===== src/pkg/dia_regs.vh =====
/*
  Constants for the digital input action decoder: register offsets,
  action codes, field positions, reset values and the filter timing.
  Assumes inclusion by bare name from the design files.
*/
`ifndef DIA_REGS_VH
`define DIA_REGS_VH

// register offsets (byte addresses, one 32-bit word each)
`define DIA_OFS_ASG_LO    8'h00
`define DIA_OFS_ASG_HI    8'h04
`define DIA_OFS_CTRL      8'h08
`define DIA_OFS_MON       8'h0C
`define DIA_OFS_STAT      8'h10

// action codes of one 4-bit assignment field
`define DIA_ACT_NONE      4'h0
`define DIA_ACT_RST       4'h1
`define DIA_ACT_HOLD      4'h2
`define DIA_ACT_ADV       4'h3
`define DIA_ACT_FIX       4'h4
`define DIA_ACT_MAN       4'h5
`define DIA_ACT_LOGIC     4'h6
`define DIA_ACT_PAT2      4'h7
`define DIA_ACT_PAT3      4'h8
`define DIA_ACT_PAT4      4'h9
`define DIA_ACT_PAT5      4'hA

// control register fields
`define DIA_CTRL_EXT_BIT  0
`define DIA_CTRL_GATE_LSB 2

// logic source gate modes
`define DIA_GATE_DIRECT   2'h0
`define DIA_GATE_INVERT   2'h1
`define DIA_GATE_TOGGLE   2'h2

// reset values
`define DIA_RST_ASG       40'h0
`define DIA_RST_CTRL      32'h0
`define DIA_RST_PATTERN   5'h01

// pattern limits
`define DIA_PAT_MAX       5'h14
`define DIA_PAT_BASE5     4
`define DIA_PAT_BASE8     7

// input filter: minimum stable time in ms and clock rate in kHz
`define DIA_FILT_MS       100
`define DIA_CLK_KHZ       50000
`define DIA_FILT_CYC      (`DIA_FILT_MS * `DIA_CLK_KHZ)

`endif


===== src/design/dia_decoder.v =====
/*
  Digital input action decoder: synchronises and filters ten contact
  inputs, maps inputs 2 to 10 onto assigned actions, applies blocking,
  priority and claim handling and decodes the external start pattern.
  Assumes contact inputs high while shorted, a register master that
  keeps to the one-cycle strobe protocol, and a core that reads the
  action outputs as levels.
*/
// Added by the designer: strobed register access and the address map.
`timescale 1ns/100ps
`default_nettype none
`include "dia_regs.vh"

module dia_decoder #(
  parameter integer FILT_CYC = `DIA_FILT_CYC
) (
  // clock and reset
  input  wire        clk_i,
  input  wire        nrst_i,
  // contact inputs, bit 0 is input 1
  input  wire [9:0]  din_i,
  // state of the core
  input  wire        autotune_i,
  // register port
  input  wire [7:0]  addr_i,
  input  wire [31:0] wdata_i,
  input  wire        we_i,
  input  wire        re_i,
  output reg  [31:0] rdata_o,
  // actions to the sequencing core
  output reg         run_o,
  output reg         force_reset_o,
  output reg         hold_suspend_o,
  output reg         step_advance_o,
  output reg         fix_mode_o,
  output reg         manual_output_o,
  output reg  [9:0]  logic_o,
  output reg  [4:0]  start_pattern_o,
  output reg         pattern_ext_o,
  // front panel locks and monitor
  output reg  [6:0]  panel_lock_o,
  output reg  [9:0]  monitor_o
);

  localparam [22:0] FILT_END = (FILT_CYC > 1) ? FILT_CYC[22:0] - 23'h1 : 23'h0;

  reg  [9:0]  sync1;
  reg  [9:0]  sync2;
  reg  [9:0]  filt;
  reg  [9:0]  filt_d;
  reg  [39:0] asg;
  reg  [39:0] next_asg;
  reg  [31:0] ctrl;
  reg  [39:0] cand;
  reg  [3:0]  fld;
  reg  [3:0]  w5;
  reg  [3:0]  w8;
  reg  [4:0]  ptn_raw;
  reg  [4:0]  ptn_dec;
  reg  [3:0]  ptn_w;
  reg  [9:0]  shifted;
  reg         has_rst;
  reg         has_hold;
  reg         has_adv;
  reg         has_fix;
  reg         has_man;
  reg         has_logic;
  reg         has_pat;
  reg         sel_rst;
  reg         sel_hold;
  reg         sel_adv_rise;
  reg         sel_fix;
  reg         sel_man;
  reg  [31:0] rd_mux;
  wire [9:0]  rise;
  wire [9:0]  next_logic;
  integer     k;

  assign rise = filt & ~filt_d;

  // per-input synchroniser and stability filter, and the logic gate of inputs 2 to 10
  genvar g;
  generate
    for (g = 0; g < 10; g = g + 1) begin : g_in
      reg [22:0] cnt;
      reg        tog;
      always @(posedge clk_i) begin
        if (!nrst_i) begin
          sync1[g] <= 1'b0;
          sync2[g] <= 1'b0;
          filt[g]  <= 1'b0;
          filt_d[g] <= 1'b0;
          cnt      <= 23'h0;
        end else begin
          sync1[g] <= din_i[g];
          sync2[g] <= sync1[g];
          filt_d[g] <= filt[g];
          if (sync2[g] == filt[g]) begin
            cnt <= 23'h0;
          end else if (cnt == FILT_END) begin
            filt[g] <= sync2[g];
            cnt     <= 23'h0;
          end else begin
            cnt <= cnt + 23'h1;
          end
        end
      end
      // toggled source state flips on each filtered rising edge
      always @(posedge clk_i) begin
        if (!nrst_i) begin
          tog <= 1'b0;
        end else if (rise[g]) begin
          tog <= ~tog;
        end
      end
      if (g == 0) begin : g_run
        assign next_logic[g] = 1'b0;
      end else begin : g_lg
        wire [1:0] gm = ctrl[`DIA_CTRL_GATE_LSB + 2*g +: 2];
        wire       on = (gm == `DIA_GATE_INVERT) ? ~filt[g] :
                        (gm == `DIA_GATE_TOGGLE) ? tog : filt[g];
        // a removed logic assignment stops at once
        assign next_logic[g] = (asg[4*g +: 4] == `DIA_ACT_LOGIC) & on;
      end
    end
  endgenerate

  // assignment write: placement checks, then pattern claims
  always @* begin
    cand = asg;
    next_asg = asg;
    fld = `DIA_ACT_NONE;
    w5 = 4'h0;
    w8 = 4'h0;
    if (we_i && addr_i == `DIA_OFS_ASG_LO) begin
      cand[35:4] = wdata_i;
    end
    if (we_i && addr_i == `DIA_OFS_ASG_HI) begin
      cand[39:36] = wdata_i[3:0];
    end
    cand[3:0] = `DIA_ACT_NONE;
    for (k = 1; k < 10; k = k + 1) begin
      fld = cand[4*k +: 4];
      if (fld > `DIA_ACT_PAT5) begin
        fld = asg[4*k +: 4];
      end
      if (fld >= `DIA_ACT_PAT2 && !(k == 4 ||
          (k == 7 && fld <= `DIA_ACT_PAT3))) begin
        fld = asg[4*k +: 4];
      end
      next_asg[4*k +: 4] = fld;
    end
    if (next_asg[19:16] >= `DIA_ACT_PAT2) begin
      w5 = next_asg[19:16] - `DIA_ACT_PAT2 + 4'h2;
    end
    for (k = 5; k < 10; k = k + 1) begin
      if (k <= 3 + w5) begin
        next_asg[4*k +: 4] = `DIA_ACT_NONE;
      end
    end
    if (next_asg[31:28] >= `DIA_ACT_PAT2) begin
      w8 = next_asg[31:28] - `DIA_ACT_PAT2 + 4'h2;
    end
    for (k = 8; k < 10; k = k + 1) begin
      if (k <= 6 + w8) begin
        next_asg[4*k +: 4] = `DIA_ACT_NONE;
      end
    end
  end

  // action resolution: scanned downward so the lowest input wins
  always @* begin
    has_rst = 1'b0;
    has_hold = 1'b0;
    has_adv = 1'b0;
    has_fix = 1'b0;
    has_man = 1'b0;
    has_logic = 1'b0;
    sel_rst = 1'b0;
    sel_hold = 1'b0;
    sel_adv_rise = 1'b0;
    sel_fix = 1'b0;
    sel_man = 1'b0;
    for (k = 9; k > 0; k = k - 1) begin
      case (asg[4*k +: 4])
        `DIA_ACT_RST: begin
          has_rst = 1'b1;
          sel_rst = filt[k];
        end
        `DIA_ACT_HOLD: begin
          has_hold = 1'b1;
          sel_hold = filt[k];
        end
        `DIA_ACT_ADV: begin
          has_adv = 1'b1;
          sel_adv_rise = rise[k];
        end
        `DIA_ACT_FIX: begin
          has_fix = 1'b1;
          sel_fix = filt[k];
        end
        `DIA_ACT_MAN: begin
          has_man = 1'b1;
          sel_man = filt[k];
        end
        `DIA_ACT_LOGIC: begin
          has_logic = 1'b1;
        end
        default: begin
          has_logic = has_logic;
        end
      endcase
    end
  end

  // pattern decode: input 5 group outranks input 8 group
  always @* begin
    ptn_w = 4'h0;
    shifted = 10'h000;
    has_pat = 1'b0;
    if (asg[19:16] >= `DIA_ACT_PAT2) begin
      has_pat = 1'b1;
      ptn_w = asg[19:16] - `DIA_ACT_PAT2 + 4'h2;
      shifted = filt >> `DIA_PAT_BASE5;
    end else if (asg[31:28] >= `DIA_ACT_PAT2) begin
      has_pat = 1'b1;
      ptn_w = asg[31:28] - `DIA_ACT_PAT2 + 4'h2;
      shifted = filt >> `DIA_PAT_BASE8;
    end
    ptn_raw = shifted[4:0] & ~(5'h1F << ptn_w);
    if (ptn_raw == 5'h00) begin
      ptn_dec = 5'h01;
    end else if (ptn_raw > `DIA_PAT_MAX) begin
      ptn_dec = `DIA_PAT_MAX;
    end else begin
      ptn_dec = ptn_raw;
    end
  end

  // configuration registers
  always @(posedge clk_i) begin
    if (!nrst_i) begin
      asg  <= `DIA_RST_ASG;
      ctrl <= `DIA_RST_CTRL;
    end else begin
      asg <= next_asg;
      if (we_i && addr_i == `DIA_OFS_CTRL) begin
        ctrl <= wdata_i;
      end
    end
  end

  // action state; unassigned level actions keep their last value, except logic outputs and pattern_ext_o, which clear
  always @(posedge clk_i) begin
    if (!nrst_i) begin
      run_o           <= 1'b0;
      force_reset_o   <= 1'b0;
      hold_suspend_o  <= 1'b0;
      step_advance_o  <= 1'b0;
      fix_mode_o      <= 1'b0;
      manual_output_o <= 1'b0;
      logic_o         <= 10'h000;
      start_pattern_o <= `DIA_RST_PATTERN;
      pattern_ext_o   <= 1'b0;
      panel_lock_o    <= 7'h00;
      monitor_o       <= 10'h000;
    end else begin
      if (has_rst) begin
        force_reset_o <= sel_rst;
      end
      if (force_reset_o) begin
        run_o <= 1'b0;
      end else if (rise[0]) begin
        run_o <= ~run_o;
      end
      if (has_hold) begin
        hold_suspend_o <= sel_hold;
      end
      if (has_adv && sel_adv_rise && !hold_suspend_o) begin
        step_advance_o <= ~step_advance_o;
      end
      if (has_fix) begin
        fix_mode_o <= sel_fix;
      end
      if (has_man && !autotune_i) begin
        manual_output_o <= sel_man;
      end
      logic_o <= next_logic;
      pattern_ext_o <= ctrl[`DIA_CTRL_EXT_BIT] & has_pat;
      if (ctrl[`DIA_CTRL_EXT_BIT] && has_pat && !fix_mode_o) begin
        start_pattern_o <= ptn_dec;
      end
      panel_lock_o <= {has_pat, has_logic, has_man, has_fix,
                       has_adv, has_hold, has_rst};
      monitor_o <= filt;
    end
  end

  // register read, data in the cycle after the strobe
  always @* begin
    case (addr_i)
      `DIA_OFS_ASG_LO: rd_mux = asg[35:4];
      `DIA_OFS_ASG_HI: rd_mux = {28'h0, asg[39:36]};
      `DIA_OFS_CTRL:   rd_mux = {10'h0, ctrl[21:2], 1'b0, ctrl[0]};
      `DIA_OFS_MON:    rd_mux = {22'h0, filt};
      `DIA_OFS_STAT:   rd_mux = {13'h0, panel_lock_o, pattern_ext_o,
                                 start_pattern_o, manual_output_o,
                                 fix_mode_o, step_advance_o,
                                 hold_suspend_o, force_reset_o, run_o};
      default:         rd_mux = 32'h0;
    endcase
  end

  always @(posedge clk_i) begin
    if (!nrst_i) begin
      rdata_o <= 32'h0;
    end else if (re_i) begin
      rdata_o <= rd_mux;
    end else begin
      rdata_o <= 32'h0;
    end
  end

endmodule // dia_decoder

`default_nettype wire


===== config.mk =====
export PLATFORM = sky130hd
export DESIGN_NAME = dia_decoder
export DESIGN_NICKNAME = d
export VERILOG_FILES = /design/src/design/dia_decoder.v
export VERILOG_INCLUDE_DIRS = /design/src /design/src/pkg
export SDC_FILE = /design/constraint.sdc
export NUM_CORES = 1
export LEC_CHECK = 0
export BUFFER_PORTS_ARGS = -buffer_cell sky130_fd_sc_hd__clkbuf_2
export CORE_ASPECT_RATIO = 0.8
export CORE_MARGIN = 3
export CORE_UTILIZATION = 55
export DETAILED_ROUTE_END_ITERATION = 8
export PLACE_DENSITY_LB_ADDON = 0.1
export REMOVE_ABC_BUFFERS = 1
export SLEW_MARGIN = 20
export SYNTH_ARGS = -nofsm -noshare
export SYNTH_HDL_FRONTEND = slang
export SYNTH_SLANG_ARGS = --single-unit
export TNS_END_PERCENT = 5

===== constraint.sdc =====
create_clock -name clk_i -period 5.3 [get_ports clk_i]
set_clock_uncertainty 0.15 [all_clocks]
set_input_delay 0.795 -clock clk_i [delete_from_list [all_inputs] [get_ports clk_i]]
set_output_delay 0.795 -clock clk_i [all_outputs]
set_load 0.03 [all_outputs]

==> impl_results.md <==
* Status: complete, no violations
* Static leakage at 7.32 nW
* Period Utilization, post-route at 89.6%
* Worst Setup End Kind: flip-flop
* Slew Limit Fails at 0
* Number of setup buffers added after CTS at 0
* First-pass GRT wire length at 74,300 um
* Area leader, netlist: dfxtp_1
* Synthesized cell area at approximately 18,000 um2
* Synth Flop Type: dfxtp_1
* Critical path required time at 5.54 ns
* Reg2Reg Depth at 18
* Dpl cells at roughly 2,600
* Synth cell types at 79
* Worst flop-to-flop path endpoint: asg[37]
* Tmin final at 4.75 ns
* Endpoints failing setup at 0
* Post-Syn Area per Cell at 8.53 um2
* Final net count at 2,286
* Largest family of logic cells by synthesized area: simple AND/OR/NAND/NOR gates
* Critical path buffer and inverter count at 4
* Die Wd at 208 um
* Quantity of I/O buffers inserted on ports at 124
* CTS buffer count at 39
* Drt initial violations at 1,633
* Reg-to-reg startpoint: asg[16]
* Vias in the first global route at ~14,000
* Post-Synth Simple-Gate Area at between 20 and 30%
* R2r setup slk at 1.17 ns
* Post-synth top cells: dfxtp_1, nor2_1, nand2_1
* GR Util All Layers at between 20 and 30%
* Share of flip-flops with an asynchronous set or reset at 0%
* Avg Vias per Cell at 5.75
* DP HPWL at 33,200 um
* I/O pin count at between 100 and 150
* Flop pwr share at 49.2%
* Data arrival, critical path at 4.99 ns
* Hold Path Origin: sync1[0]
* RSZ-0062 raised after global routing: no
* CTS tree: yes
* Worst hold path type: reg2reg
* Slew HR at approximately a third
* Clock Sinks at 396
* Synthesis Warnings at 0
* Pre-antenna DRT Iters at 8
* Critical path class: in2reg
* Post-Syn Instances at 2,105
* Synth Area in Compound Gates at 10.1%
* Switch Pwr at 0.00125 W
* Clock share of power at 48.9%
* Gate power share at 1.9%
* Initial antenna violation count at 0
* MaxCap Viol Count at 0
* Via count at 15,300
* Pwr per Cell Area at between 200 and 300 nW/um2
* Slowest stage delay, CP at ~0.6 ns
* Cell internal pwr at 0.00483 W
* Starting density of the core at 56.5%
* Number of cell rows at 58
* Crit path max fanout at 7
* Post-Synth Adder-Cell Area at 1.88%
* Antenna Nets Post-Route at 0
* Number of synthesized flops with an enable pin at 0
* CP startpoint kind: primary input
* RePlAce Congestion at approximately 0.97
* Max Clk Rate at between 200 and 250 MHz
* # H-tree levels at 2
* Worst Hold End: sync2[0]
* Sequential area share after synthesis at 44.1%
* Clk pin slew, worst setup/hold paths at 0.06 ns
* TNS Setup at 0 ns
* Synth area leaders: dfxtp_1, nor2_1, xor2_1
* Synth Register Bits at 396
* Most frequent cell after synthesis: dfxtp_1
* Worst vdd ir at 0.223 mV
* Switching share of power at approximately 20%
* Die Y at 168 um
* Clk Tree Root Cell: clkbuf_16
* CTS resizes at 0
* Worst-margin pin slew at slightly above 1 ns
* GRT Residual Overflow at 0
* Hold Buf Count CTS at 0
* WL/cell at 17.4 um
* Core Area at 31,800 um2
* Final-report hold violation count at 0
* Share of layout cells above drive strength 1 at 10.7%
* Largest net degree at the start of global routing at 35
* Die ar. at about 35,000 um2
* Ant diodes at 0
* Synth-to-Final Area Change at 13.0%
* Area share of the largest cell type after synthesis at 44.1%
* Clock Tree Buf Depth at 3
* Slowest CP cell: or4_1
* Routed WL at 46,200 um
* WHS Path Cells at 1
* Mux contribution to synthesized area at about 2.2%
* Xor/xnor cell area share of the yosys netlist at ~11%
* DRC errors left at 0
* Post-Layout Cell Count at 2,652
* Delay-heaviest family, CP: simple AND/OR/NAND/NOR gates
* Clk_lat worst skew at around 0.54 ns
* CP cell instances: clkbuf_2, or4_1, nor3_4, a21oi_1, a21oi_1, inv_1, ha_1, or3_1, nand3_1, inv_1, a221oi_1, ha_1, inv_1, a21boi_0, nand2_1, o31ai_1, nand2_1, ha_1, nand4_1, o311ai_4, a211oi_4, nor3_1
==> logic make-up (layout without fill, tap and decap cells) <==
kind of cell,count (synthesis),in the layout
other,1,1
multiplexers,39,39
buffers and inverters,119,246
XOR/XNOR,223,223
flip-flops,396,396
adder cells (fa/ha/maj),27,27
AND/OR/NAND/NOR,1032,1032
AO/OA/AOI/OAI,268,268
==> flip-flops by register name (all words and copies together) (netlist names), 10 cells and up <==
signal and cells:
asg 36, ctrl 21, sync1 10, g_in.cnt 230, rdata_o 32, sync2 10, filt 10
==> final cells by class <==
class | instances | area (um2)
fillers | 2785 | 11500
multi-input cells | 1590 | 9590
flip-flops and latches | 396 | 7930
clock buffers | 53 | 1110
repair buffers | 142 | 756
well taps | 420 | 526
clock inverters | 16 | 267
inverters | 35 | 131
==> through the flow <==
stage	cell area [um2]	power, W	worst slack [ns]	hold slack [ns]	util [%]
2_1_floorplan	17600	0.00310	0.232	0.262	-
3_3_place_gp	18900	0.00317	0.225	0.265	59.5
3_5_place_dp	18900	0.00317	0.122	0.269	59.5
4_1_cts	20300	0.00613	0.655	0.286	63.9
5_1_grt	20300	0.00625	0.215	0.304	63.9
6_report	20300	0.00608	0.553	0.283	63.9
==> worst max path at each step <==
| stage | from | endpoint | slack (ns) | depth (start not counted) |
|---|---|---|---|---|
| 2_1_floorplan | addr_i[5] | asg[32] | 0.23 | 20 |
| 3_3_place_gp | addr_i[5] | asg[39] | 0.23 | 22 |
| 3_5_place_dp | addr_i[5] | asg[37] | 0.12 | 22 |
| 4_1_cts | addr_i[5] | asg[37] | 0.65 | 22 |
| 5_1_grt | addr_i[5] | asg[34] | 0.22 | 21 |
| 6_report | addr_i[5] | asg[37] | 0.55 | 22 |
==> layer usage <==
| metal | track usage [%] | vias up | wire length (um) |
|---|---|---|---|
| met5 | 0 | - | 0 |
| met4 | 5.83 | 0 | 884 |
| met3 | 4.63 | 64 | 3790 |
| met2 | 37.6 | 545 | 18900 |
| met1 | 39.5 | 7144 | 22600 |
| li1 | - | 7499 | - |
==> power groups by stage <==
stage                     registers, W  logic (W)  clock network, W
after floorplan                0.00306  0.0000444                 0
after global placement         0.00306   0.000110                 0
after detailed placement       0.00306   0.000111                 0
after CTS                      0.00299   0.000112           0.00302
after global routing           0.00299   0.000123           0.00313
final                          0.00299   0.000114           0.00297
==> placed cells by master, fill, tap and decap left out, types with 7 or more instances in the layout <==
cell type	instances
a211oi_1	8
a21oi_1	104
a222oi_1	19
a22oi_1	8
a31oi_1	15
and2_1	54
and3_1	70
and4_1	11
buf_4	18
bufinv_16	7
clkbuf_16	39
clkbuf_2	124
clkbuf_8	8
dfxtp_1	396
ha_1	27
inv_1	34
mux2i_1	34
nand2_1	191
nand2b_1	25
nand3_1	113
nand4_1	39
nor2_1	346
nor2b_1	18
nor3_1	56
nor4_1	18
nor4b_1	20
o21ai_0	43
or3_1	29
xnor2_1	78
xor2_1	145
(Power assumes the default switching activity.)
